[src/hdl/adcis_pkg.sv]
`default_nettype none
package adcis_pkg;
  // ---------------------------------------------------------------
  // constants
  // ---------------------------------------------------------------
  localparam int          CLK_MHZ    = 50;      // core clock rate
  localparam int          T_CONV_NS  = 8960;    // conversion phase time
  localparam int          T_ACQ_NS   = 1120;    // acquisition phase time
  localparam int          CONV_CYC   = (T_CONV_NS * CLK_MHZ) / 1000;
  localparam int          ACQ_CYC    = (T_ACQ_NS * CLK_MHZ) / 1000;
  localparam int          RES_W      = 12;      // result width
  localparam logic [3:0]  DEV_CODE   = 4'h5;    // arbitrary device code
  localparam logic [2:0]  ADDR_RST   = 3'h0;    // select bits after reset
  localparam logic [3:0]  BIT_LAST   = 4'h7;    // last bit index of byte
  localparam logic [3:0]  BIT_ACK    = 4'h8;    // ack slot index
endpackage : adcis_pkg
`default_nettype wire

[src/hdl/adcis_slave.sv]
`default_nettype none
module adcis_slave #(
  parameter int RES_W = adcis_pkg::RES_W
) (
  // clock and reset
  input  wire  logic             core_clk,
  input  wire  logic             sys_rst,
  // two-wire bus pins
  input  wire  logic             scl_in,
  input  wire  logic             sda_in,
  output logic                   sda_out,
  output logic                   sda_oe,
  // address select straps
  input  wire  logic             addr_select_bit_hi,
  input  wire  logic             addr_select_bit_mid,
  input  wire  logic             addr_select_bit_lo,
  // digitised analog input sample
  input  wire  logic [RES_W-1:0] analog_input,
  // status
  output logic                   conv_busy,
  output logic [RES_W-1:0]       result
);
  // ---------------------------------------------------------------
  // elaboration check
  // ---------------------------------------------------------------
  if (RES_W != 12) begin : g_chk
    $error("result width must be 12");
  end

  // ---------------------------------------------------------------
  // pin synchronisers and edge detection
  // ---------------------------------------------------------------
  logic [1:0] scl_sy;   // scl two-stage synchroniser
  logic [1:0] sda_sy;   // sda two-stage synchroniser
  logic       scl_d;    // previous synced scl
  logic       sda_d;    // previous synced sda
  logic [2:0] strap_sy0; // strap first stage
  logic [2:0] strap;     // strap second stage

  // sample pins into core clock
  always_ff @(posedge core_clk) begin
    scl_sy    <= {scl_sy[0], scl_in};
    sda_sy    <= {sda_sy[0], sda_in};
    scl_d     <= scl_sy[1];
    sda_d     <= sda_sy[1];
    strap_sy0 <= {addr_select_bit_hi, addr_select_bit_mid, addr_select_bit_lo};
    strap     <= strap_sy0;
  end

  wire scl_rise = scl_sy[1] & ~scl_d;
  wire scl_fall = ~scl_sy[1] & scl_d;
  // start/stop seen as sda change with scl high
  wire start_ev = scl_sy[1] & scl_d & sda_d & ~sda_sy[1];
  wire stop_ev  = scl_sy[1] & scl_d & ~sda_d & sda_sy[1];

  // ---------------------------------------------------------------
  // protocol state machine
  // ---------------------------------------------------------------
  typedef enum logic [5:0] {
    S_IDLE = 6'b000001,   // waiting for start
    S_ADDR = 6'b000010,   // receiving address byte
    S_AACK = 6'b000100,   // acking address
    S_TX   = 6'b001000,   // sending a result byte
    S_MACK = 6'b010000,   // sampling master ack
    S_IGN  = 6'b100000    // ignoring until next start
  } adcis_state_e;

  adcis_state_e state;
  logic [3:0]   bitcnt;    // bit index in byte
  logic [7:0]   shreg;     // address shifter
  logic         rd_dir;    // latched direction
  logic         hi_byte;   // sending first result byte
  logic [7:0]   txbyte;    // byte under transmission
  logic         conv_go;   // one-cycle conversion start

  // byte that goes out for each half of the result
  function automatic logic [7:0] pick_byte(input logic hi, input logic [RES_W-1:0] r);
    pick_byte = hi ? {4'h0, r[11:8]} : r[7:0];
  endfunction : pick_byte

  // byte for the half now being sent, from the newest stored result;
  // the master may hold scl low until a conversion ends, so this is
  // read again until the first bit of the byte has been clocked
  wire logic [7:0] cur_byte = pick_byte(hi_byte, result);

  // bus sequencing: a start always wins over any state
  always_ff @(posedge core_clk) begin
    if (sys_rst) begin
      state   <= S_IDLE;
      bitcnt  <= 4'h0;
      shreg   <= 8'h00;
      rd_dir  <= 1'b0;
      hi_byte <= 1'b1;
      conv_go <= 1'b0;
    end else begin
      conv_go <= 1'b0;
      if (start_ev) begin
        // repeated or fresh start
        state  <= S_ADDR;
        bitcnt <= 4'h0;
      end else if (stop_ev) begin
        state <= S_IDLE;
      end else begin
        case (state)
          S_ADDR: begin
            if (scl_rise) begin
              // shift address bit on rising edge
              shreg  <= {shreg[6:0], sda_sy[1]};
              bitcnt <= bitcnt + 4'h1;
            end else if (scl_fall && bitcnt == adcis_pkg::BIT_ACK) begin
              bitcnt <= 4'h0;
              if (shreg[7:1] == {adcis_pkg::DEV_CODE, strap}) begin
                state   <= S_AACK;
                rd_dir  <= shreg[0];
                conv_go <= shreg[0];
                hi_byte <= 1'b1;
              end else begin
                state <= S_IGN;
              end
            end
          end
          S_AACK: begin
            if (scl_fall) begin
              // ack pulse over: read sends data, write releases
              state <= rd_dir ? S_TX : S_IGN;
            end
          end
          S_TX: begin
            if (scl_fall) begin
              if (bitcnt == adcis_pkg::BIT_LAST) begin
                bitcnt <= 4'h0;
                state  <= S_MACK;
                conv_go <= ~hi_byte;
              end else begin
                bitcnt <= bitcnt + 4'h1;
              end
            end
          end
          S_MACK: begin
            if (scl_rise) begin
              // nak ends the read, ack continues
              if (sda_sy[1]) begin
                state <= S_IGN;
              end
            end else if (scl_fall) begin
              state   <= S_TX;
              hi_byte <= ~hi_byte;
            end
          end
          default: begin
            state <= state;  // idle and ignore wait for start
          end
        endcase
      end
    end
  end

  // ---------------------------------------------------------------
  // self-timed acquisition and conversion
  // ---------------------------------------------------------------
  localparam int CW = $clog2(adcis_pkg::CONV_CYC + adcis_pkg::ACQ_CYC + 1);
  logic [CW-1:0] tcnt;     // phase timer
  logic          acq_ph;   // in acquisition phase
  logic [RES_W-1:0] held;  // held sample

  // acquisition then conversion, independent of scl
  always_ff @(posedge core_clk) begin
    if (sys_rst) begin
      tcnt      <= '0;
      acq_ph    <= 1'b0;
      conv_busy <= 1'b0;
      held      <= '0;
      result    <= '0;
    end else if (conv_go) begin
      tcnt      <= CW'(adcis_pkg::ACQ_CYC - 1);
      acq_ph    <= 1'b1;
      conv_busy <= 1'b1;
    end else if (conv_busy) begin
      if (tcnt != '0) begin
        tcnt <= tcnt - CW'(1);
      end else if (acq_ph) begin
        // hold the input, start conversion phase
        held   <= analog_input;
        acq_ph <= 1'b0;
        tcnt   <= CW'(adcis_pkg::CONV_CYC - 1);
      end else begin
        result    <= held;
        conv_busy <= 1'b0;
      end
    end
  end

  // ---------------------------------------------------------------
  // sda driver
  // ---------------------------------------------------------------
  // latch byte at start of each data byte, drive on scl low
  always_ff @(posedge core_clk) begin
    if (sys_rst) begin
      txbyte  <= 8'h00;
      sda_out <= 1'b0;
      sda_oe  <= 1'b0;
    end else begin
      sda_out <= 1'b0;  // open drain: only ever pulls low
      if (state == S_AACK && !scl_sy[1]) begin
        sda_oe <= 1'b1;
        txbyte <= pick_byte(1'b1, result);
      end else if (state == S_MACK && scl_fall) begin
        sda_oe <= 1'b0;
        txbyte <= pick_byte(~hi_byte, result);
      end else if (state == S_TX && !scl_sy[1] && bitcnt == 4'h0 && !scl_fall) begin
        // first bit of a byte: take the freshest result
        txbyte <= cur_byte;
        sda_oe <= ~cur_byte[7];
      end else if (state == S_TX && !scl_sy[1]) begin
        sda_oe <= ~txbyte[3'(adcis_pkg::BIT_LAST - bitcnt)];
      end else if (state == S_TX || state == S_AACK) begin
        sda_oe <= sda_oe;  // hold through scl high
      end else begin
        sda_oe <= 1'b0;    // released, slave only
      end
    end
  end

  // helper: cycles spent busy, to check the whole self-timed span
  logic [CW-1:0] busy_cyc;  // busy cycle counter
  always_ff @(posedge core_clk) begin
    if (sys_rst || !conv_busy || conv_go) begin
      busy_cyc <= '0;
    end else begin
      busy_cyc <= busy_cyc + CW'(1);
    end
  end
endmodule : adcis_slave
`default_nettype wire

[config.mk]
export PLATFORM = sky130hd
export DESIGN_NAME = adcis_slave
export DESIGN_NICKNAME = d
export VERILOG_FILES = /design/src/hdl/adcis_pkg.sv /design/src/hdl/adcis_slave.sv
export SDC_FILE = /design/constraint.sdc
export NUM_CORES = 1
export LEC_CHECK = 0
export CELL_PAD_IN_SITES_DETAIL_PLACEMENT = 1
export CELL_PAD_IN_SITES_GLOBAL_PLACEMENT = 2
export CORE_UTILIZATION = 39
export DETAILED_ROUTE_END_ITERATION = 7
export DONT_BUFFER_PORTS = 1
export PLACE_DENSITY = 0.84
export REMOVE_ABC_BUFFERS = 1
export SETUP_SLACK_MARGIN = 0.1
export SLEW_MARGIN = 20
export SYNTH_ARGS = -nofsm -noshare
export SYNTH_HDL_FRONTEND = slang
export SYNTH_SLANG_ARGS = --single-unit
[constraint.sdc]
create_clock -name core_clk -period 2.7 [get_ports core_clk]
set_input_delay 0.54 -clock core_clk [delete_from_list [all_inputs] [get_ports core_clk]]
set_output_delay 0.54 -clock core_clk [all_outputs]
set_load 0.03 [all_outputs]
; ---- Word-level counts from Yosys, hierarchy flattened
; Index checks and enable logic that the tools add are counted.
[op_classes]
addsub = 3
mux = 53
n_eq_ne = 27
n_bitwise = 20
reduce_logical = 35
n_lt_le_gt_ge = 1
[op_table]
columns = op, n
row1 = $mux 6, 12
row2 = $mux 8, 4
row3 = $pmux 6 s4, 1
row4 = $reduce_and 8->1, 3
row5 = $mux 1, 23
row6 = $mux 4, 5
row7 = $ne 4x4->1 const B, 5
row8 = $mux 9, 2
row9 = $ne 2x2->1 const B, 9
row10 = $reduce_and 4->1, 4
row11 = $ne 5x5->1 const B, 3
row12 = $not 1->1, 13
row13 = $reduce_bool 2->1, 5
row14 = $ne 3x3->1 const B, 3
row15 = $reduce_bool 9->1, 1
row16 = $sub 9x1->9 const B, 1
row17 = $pmux 4 s2, 1
row18 = $and 1x1->1, 7
row19 = $eq 7x6->1, 1
row20 = $eq 6x2->1 const B, 1
row21 = $eq 6x3->1 const B, 1
row22 = $eq 6x4->1 const B, 1
row23 = $eq 6x5->1 const B, 1
row24 = $logic_and 1x1->1, 6
row25 = 18 further kinds, 26
[totals]
elab_cells = 161
reg_bits = 77
input_bits = 19
out_inout_bits = 15

; ---- Depth between registers and ports, before layout
; Gate-level depths: netlist of run 1.
[logic_depth]
depth_word = 8
mapped_depth = 9
mapped_depth_nobuf = 7

; ---- Worst setup path after synthesis of run 1
; OpenSTA, ideal clock, no wires.
[synth_path]
path_type = reg2reg
start = register state[2]
end = register bitcnt[2]
period_less_slack_ns = 2.431
setup_time_ns = 0.070
stages_incl_launch_ff = 7
t_arrival_ns = 2.361
required_time_ns = 2.630
n_path_buf = 1
slack_ns = 0.269
path_cell_list = dfxtp_1 > or4_1 > buf_2 > or4_4 > a32o_1 > or4b_1 > a21oi_1
[synth_between]
elab_chain_cells = 3
elab_cells_between_ends = 7
cone_classes = eq/ne (4) / mux (1) / reduce/logical (2)
[synth_lines]
columns = item, line_no
row1 = start: declaration, adcis_slave.sv:68  ; adcis_state_e state;
row2 = start signal: assignment, adcis_slave.sv:125  ; state <= rd_dir ? S_TX : S_IGN;
row3 = start signal: assignment, adcis_slave.sv:151  ; state <= state;
row4 = $eq 6x2->1 / $eq 6x4->1 (equally long branches), adcis_slave.sv:104  ; case (state)
row5 = $ne 3x3->1 (no line) (tied with other cells), -
row6 = $reduce_and 4->1 (no line), -
row7 = end signal: assignment, adcis_slave.sv:109  ; bitcnt <= bitcnt + 4'h1;
row8 = end signal: assignment, adcis_slave.sv:135  ; bitcnt <= bitcnt + 4'h1;
row9 = end: declaration, adcis_slave.sv:69  ; logic [3:0] bitcnt;
; Parallel ways exist; a longest one is shown, timed or not.
; A chain may end at the register's enable or synchronous reset.

; ---- Worst setup path after layout of run 1
; Ends and elaborated chain as after synthesis.

==> results by group, run 1 <==
Global route
  – First-pass GRT wire length: 13500 um
  – Largest net degree at the start of global routing: 57
  – All-layer global routing usage: 19.4%
  – Gr ovfl total: 0
  – Vias in the first global route: 2747
  – Initial antenna violation count: 0

Floorplanning
  – CORE AREA: 8300 um2
  – Die Wd: 94.9 um
  – Row count: 33
  – Height of the die: 94.9 um
  – Initial Util: 40.5%
  – I/O Pins: 34
  – Die area: 9000 um2

Detailed routing
  – Detail Route Antenna Nets: 0
  – First-pass iteration count of the detailed router: 4
  – # DRC: 0
  – Vias: 2691
  – WL/cell: 16.4 um
  – DR vias/cell: 5.57
  – Routed WL: 7920 um
  – Starting DRT DRC Count: 110

Timing
  – Fin Setup TNS: 0 ns
  – Period utilization: 92.6%
  – Max_slew headroom: 40.2%
  – Hold Violations, Final: 0
  – Layout Skew: 0.00869 ns
  – RSZ-0062 raised after global routing: false
  – Final Max Slew Viols: 0
  – Endpoints failing setup: 0
  – Worst-margin pin slew: 0.890 ns
  – Fin worst setup slack: 0.200 ns
  – Period minus WS final: 2.50 ns
  – Fmax: 0.400 GHz

Clocking
  – Depth of the CTS H-tree: 3
  – Root Driver: clkbuf_8
  – CTS Buffer Depth: 2
  – CTS Sinks: 77
  – Clock insertion delay at the later pin of the skew report: 0.35 ns
  – Reg clk slew, reported paths: 0.08 ns
  – CTS Buf Count: 9
  – TritonCTS clock tree: yes

Final layout
  – Filler Cells Inserted: 959
  – Final net count: 399
  – Share of cells above drive strength 1: 8.47%
  – Layout overhead on the synthesized area: 10.3%
  – Sequential Area: 1540 um2
  – Fin util: 44.7%
  – Area occupied by multi-input gates: 1710 um2
  – Post-route cell area: 3710 um2
  – Inserted Diodes: 0

Synth
  – Most used DFF post-synth: dfxtp_1
  – Yosys top cell by area: dfxtp_1
  – Seq/Total Area, Yosys: 45.8%
  – Area fraction of the dominant cell type after synthesis: 45.8%
  – Avg Synthesized Cell Area: 9.04 um2
  – Post-synthesis instance total: 372
  – Post-synthesis cell area: 3360 um2
  – Synth top area cells: dfxtp_1, mux2i_1, nor2_1
  – Number of synthesized register bits: 77
  – Async set-reset flop share out of synthesis: 0%
  – EDFF count, synth: 0
  – Distinct cell type count after synthesis: 51
  – Yosys warns: 0

Power
  – VDD IR max: 0.332 mV
  – Power Internal: 1.69 mW
  – Switching Share: 21.8%
  – Switching power: 0.472 mW
  – Clock power frac: 44.6%
  – Sequential Power Share: 53.4%
  – Power per Cell Area: 583 nW/um2
  – Combinational share of power: 2.0%
  – Tot Pwr: 2.16 mW
  – Pleak: 1.36 nW

Placed design
  – I/O Buffers: 0
  – Area after DPL: 3480 um2
  – Post-DP HPWL: 5780 um
  – Setup Slack @ Placement: 0.239 ns
  – Gp weighted congestion: 0.837

Outcome
  – Status: complete, no violations

Worst setup path
  – CP required: 2.97 ns
  – CP Cell Sequence: or4_1 > or4_4 > a32o_1 > or4b_1 > a21oi_1
  – Critical Setup Path Class: register to register
  – CP max-delay cell: or4_1
  – Arr. time, crit path: 2.77 ns
  – Crit path capture type: register
  – CP peak stage delay: 0.57 ns
  – Crit Path Max Fanout: 7
  – CP startpoint kind: register

Run
  – Max cap viols: 0

Hold path
  – Class of the worst hold path: primary input to register
==> final timing paths <==
check / startpoint / end / slack [ns] / depth (start not counted)
setup reg to reg: state[2]$_SDFFE_PP0P_ / bitcnt[2]$_SDFFE_PP0P_ / 0.20 / 5
hold / removal: addr_select_bit_hi / strap_sy0[2]$_DFF_P_ / 0.21 / 0
hold reg to reg: scl_sy[0]$_DFF_P_ / scl_sy[1]$_DFF_P_ / 0.33 / 0
setup / recovery: state[2]$_SDFFE_PP0P_ / bitcnt[2]$_SDFFE_PP0P_ / 0.20 / 5
==> layer usage <==
metal	up-vias	GRT usage [%]	routed length, um
met3	15	5.23	314
li1	1344	-	-
met5	-	0	0
met2	55	31.1	3670
met4	0	7.45	170
met1	1277	24.9	3760
==> per-stage QoR <==
step / hold slack, ns / cells
after global routing: 0.181 / 483
after CTS: 0.194 / 483
after global placement: 0.310 / 467
after detailed placement: 0.313 / 467
after floorplan: 0.310 / 355
final: 0.213 / 483
==> what timing repair did <==
action / in CTS / in global routing
endpoints found under the setup margin: 0 / 1
buffers inserted: 0 / 0
endpoints found under the hold margin: 0 / 0
gates resized for setup: 0 / 1
hold buffers: 0 / 0
==> final cells by class <==
| cell class | count | area share (%) |
|---|---|---|
| flip-flops and latches | 77 | 41.5 |
| well taps | 105 | 3.54 |
| inverters | 14 | 1.42 |
| multi-input cells | 264 | 46.1 |
| clock buffers | 10 | 3.44 |
| repair buffers | 7 | 1.42 |
| clock inverters | 6 | 2.53 |
==> layout by cell type (no fill, tap or decap), types with 2 or more instances in the layout <==
master / n
dfxtp_1: 77
nor2_1: 55
mux2i_1: 33
nand2_1: 27
a21oi_1: 25
inv_1: 14
nor3_1: 13
clkbuf_8: 9
nand3_1: 8
ha_1: 7
buf_4: 7
nand2b_1: 6
nor4_1: 6
o21ai_0: 5
a2111oi_0: 5
or3_1: 5
or4_1: 4
nand3b_1: 4
or2_2: 4
xnor2_1: 4
a22oi_1: 4
a211oi_1: 4
nor2b_1: 3
nor4b_1: 3
a31oi_1: 3
a311oi_1: 3
xor2_1: 2
or4b_1: 2
nand4_1: 2
nor4_2: 2
o211ai_1: 2
o22ai_1: 2
nor3b_1: 2
a32oi_1: 2
mux4_2: 2
bufinv_16: 2
inv_6: 2
==> registers in the layout (all words and copies together), names as in the netlist <==
name,cells
acq_ph,1
rd_dir,1
hi_byte,1
bitcnt,4
sda_d,1
txbyte,8
scl_d,1
result,12
state,6
strap_sy0,3
tcnt,9
conv_busy,1
scl_sy,2
held,12
strap,3
conv_go,1
sda_oe,1
sda_sy,2
shreg,8
==> synthesized netlist by cell type (5+ instances only) <==
master / instances
o21ai_0: 5
clkbuf_1: 13
nand2b_1: 6
nor2_1: 55
mux2i_1: 33
ha_1: 7
dfxtp_1: 77
a2111oi_0: 5
nor4_1: 8
or3_1: 5
a21oi_1: 25
inv_1: 14
nor3_1: 13
nand3_1: 8
nand2_1: 27
==> kinds of logic (layout without fill, tap and decap cells) <==
logic type	after synthesis	in the layout	synth area share (%)
simple gates	150	150	22.2
flops	77	77	45.8
compound gates	64	64	12.6
mux	36	36	11.5
buf+inv	31	37	3.65
fa+ha+maj	7	7	2.60
xor+xnor	6	6	1.56
other cells	1	1	0.112
==> worst max-delay path: cells and delay by family, from the launching register on <==
family | cells | cell delay (ns)
flip-flops | 1 | 0.38
AND/OR/NAND/NOR | 3 | 1.57
AO/OA/AOI/OAI | 2 | 0.47
==> power by group through the flow <==
stage                     logic [mW]  clock network [mW]  registers [mW]
final                         0.0434               0.964            1.15
after global routing          0.0474                1.05            1.16
after CTS                     0.0430               0.991            1.16
after detailed placement      0.0427                   0            1.18
after global placement        0.0412                   0            1.18
after floorplan               0.0304                   0            1.18
(Power assumes the default switching activity.)
==> run 2, diff against run 1 <==
--- a/config.mk
+++ b/config.mk
@@ -7,9 +7,11 @@
 export LEC_CHECK = 0
 export CELL_PAD_IN_SITES_DETAIL_PLACEMENT = 1
 export CELL_PAD_IN_SITES_GLOBAL_PLACEMENT = 2
+export CORE_ASPECT_RATIO = 2
 export CORE_UTILIZATION = 39
 export DETAILED_ROUTE_END_ITERATION = 7
 export DONT_BUFFER_PORTS = 1
+export GPL_TIMING_DRIVEN = 0
 export PLACE_DENSITY = 0.84
 export REMOVE_ABC_BUFFERS = 1
 export SETUP_SLACK_MARGIN = 0.1
==> constraint.sdc (replaced) <==
create_clock -name core_clk -period 2.85 [get_ports core_clk]
set_input_delay 0.57 -clock core_clk [delete_from_list [all_inputs] [get_ports core_clk]]
set_output_delay 0.57 -clock core_clk [all_outputs]
set_load 0.03 [all_outputs]
==> run 2 against run 1 <==
Against the previous run: clock skew shrank 0.0030 ns; via count grew 0.19%; sequential share of layout area shrank 0.61 points; hold slack gained 0.042 ns; routed wire length grew 5.2%; clock power grew 30%; global-route usage grew 1.6 points.
==> results by group, run 2 (synthesis results as in run 1) <==
Final layout
  – Fin util: 45.4%
  – Most frequent cells in the layout: dfxtp_1, nor2_1, mux2i_1
  – Final net count: 394
  – Inserted Diodes: 0
  – Biggest regs: held: 12 flops, result: 12 flops, tcnt: 9 flops
  – Share of cells above drive strength 1: 6.97%
  – Commonest non-fill, non-tap cell in the layout: dfxtp_1
  – Layout overhead on the synthesized area: 12.0%
  – Fin cells: 471

Timing
  – Hold Violations, Final: 0
  – Fmax: 0.377 GHz
  – Period utilization: 93.1%
  – Fin Setup TNS: 0 ns
  – Endpoints failing setup: 0
  – Worst-margin pin slew: 0.885 ns
  – Layout Skew: 0.00564 ns
  – Max_slew headroom: 40.5%
  – Period minus WS final: 2.65 ns
  – Fin worst setup slack: 0.198 ns
  – RSZ-0062 raised after global routing: true
  – Final Max Slew Viols: 0

Worst setup path
  – CP Cell Sequence: or4_1 > or4_4 > a32o_1 > or4b_1 > a21oi_1
  – CP peak stage delay: 0.71 ns
  – CP startpoint kind: register
  – Reg2reg path depth: 5
  – Buffers & Inverters on Critical Path: 0
  – CP delay by family, top: simple AND/OR/NAND/NOR gates
  – CP required: 3.12 ns
  – Critical Setup Path Class: register to register
  – CP max-delay cell: or4_1
  – Reg2Reg Launch Point: state[2]$_SDFFE_PP0P_
  – Crit path from: state[2]$_SDFFE_PP0P_
  – Arr. time, crit path: 2.92 ns
  – Crit path capture type: register
  – Crit Path Max Fanout: 8
  – FF-to-FF setup slack: 0.20 ns
  – Reg2reg end: bitcnt[2]$_SDFFE_PP0P_

Clocking
  – Setup Fix Bufs, Post-CTS: 0
  – TritonCTS clock tree: yes
  – CTS Buffer Depth: 2
  – Hold_buf cts: 0
  – Reg clk slew, reported paths: 0.06 ns
  – CTS Buf Count: 9
  – Root Driver: clkbuf_16
  – Clock insertion delay at the later pin of the skew report: 0.34 ns
  – Depth of the CTS H-tree: 3
  – CTS Sinks: 77

Power
  – Power Internal: 1.89 mW
  – Sequential Power Share: 46.0%
  – Clock power frac: 52.3%
  – Tot Pwr: 2.38 mW
  – Combinational share of power: 1.6%
  – Switching Share: 20.5%
  – Switching power: 0.487 mW
  – VDD IR max: 0.369 mV
  – Power per Cell Area: 632 nW/um2
  – Pleak: 1.40 nW

Placed design
  – I/O Buffers: 0
  – Post-DP HPWL: 6100 um
  – Placed cells: 455
  – Setup Slack @ Placement: 0.251 ns
  – Gp weighted congestion: 0.858

Run
  – Max cap viols: 0

Detailed routing
  – DR vias/cell: 5.72
  – First-pass iteration count of the detailed router: 5
  – WL/cell: 17.7 um
  – # DRC: 0
  – Starting DRT DRC Count: 103
  – Vias: 2696
  – Routed WL: 8330 um
  – Detail Route Antenna Nets: 0

Global route
  – All-layer global routing usage: 21.0%
  – Vias in the first global route: 2867
  – Largest net degree at the start of global routing: 57
  – Initial antenna violation count: 0
  – First-pass GRT wire length: 13900 um
  – Gr ovfl total: 0

Hold path
  – Hold Path Sink: scl_sy[0]$_DFF_P_
  – Hold Crit Start: scl_in
  – Hold Path Depth: 0
  – Class of the worst hold path: primary input to register

Floorplanning
  – I/O Pins: 34
  – Die area: 9020 um2
  – Height of the die: 133 um
  – Die Wd: 67.7 um
  – Initial Util: 40.6%
  – Row count: 47
  – CORE AREA: 8290 um2

Outcome
  – Status: complete, no violations
[run 2: final cells by class]
class                   instances  area [um2]
flip-flops and latches         77        1540
inverters                      14        52.6
clock buffers                  11         243
well taps                      98         123
fillers                       953        4530
multi-input cells             264        1710
clock inverters                 5        82.6
repair buffers                  2        10.0
[run 2: per-layer routing]
| metal | GRT usage (%) | part of all wire [%] | up-vias |
|---|---|---|---|
| met5 | 0 | 0 | - |
| met4 | 11.7 | 3.1 | 0 |
| met3 | 5.05 | 2.9 | 16 |
| met2 | 37.8 | 58 | 41 |
| met1 | 20.7 | 36 | 1311 |
| li1 | - | - | 1328 |
[run 2: stage by stage]
step	hold slack (ns)	instance area [um2]
finish	0.255	3770
global route	0.237	3770
detailed placement	0.315	3430
CTS	0.242	3760
global placement	0.310	3420
floorplan	0.310	3290
[run 2: power by group through the flow]
stage | combinational (mW) | clock, mW | sequential, mW
after floorplan | 0.0288 | 0 | 1.12
after global placement | 0.0382 | 0 | 1.12
after detailed placement | 0.0387 | 0 | 1.12
after CTS | 0.0393 | 1.28 | 1.10
after global routing | 0.0424 | 1.33 | 1.10
final | 0.0392 | 1.25 | 1.10
[run 2: how the worst max path moves through the flow]
stage,endpoint,depth (start not counted)
after floorplan,held[0]$_SDFFE_PP0P_,6
after global placement,held[6]$_SDFFE_PP0P_,6
after detailed placement,bitcnt[2]$_SDFFE_PP0P_,5
after CTS,bitcnt[2]$_SDFFE_PP0P_,5
after global routing,tcnt[8]$_SDFFE_PP0P_,6
final,bitcnt[2]$_SDFFE_PP0P_,5
[run 2: repair_timing]
action                                 4_1_cts  5_1_grt
setup endpoints to repair                    0        5
endpoints found under the hold margin        0        0
resized for setup                            0        1
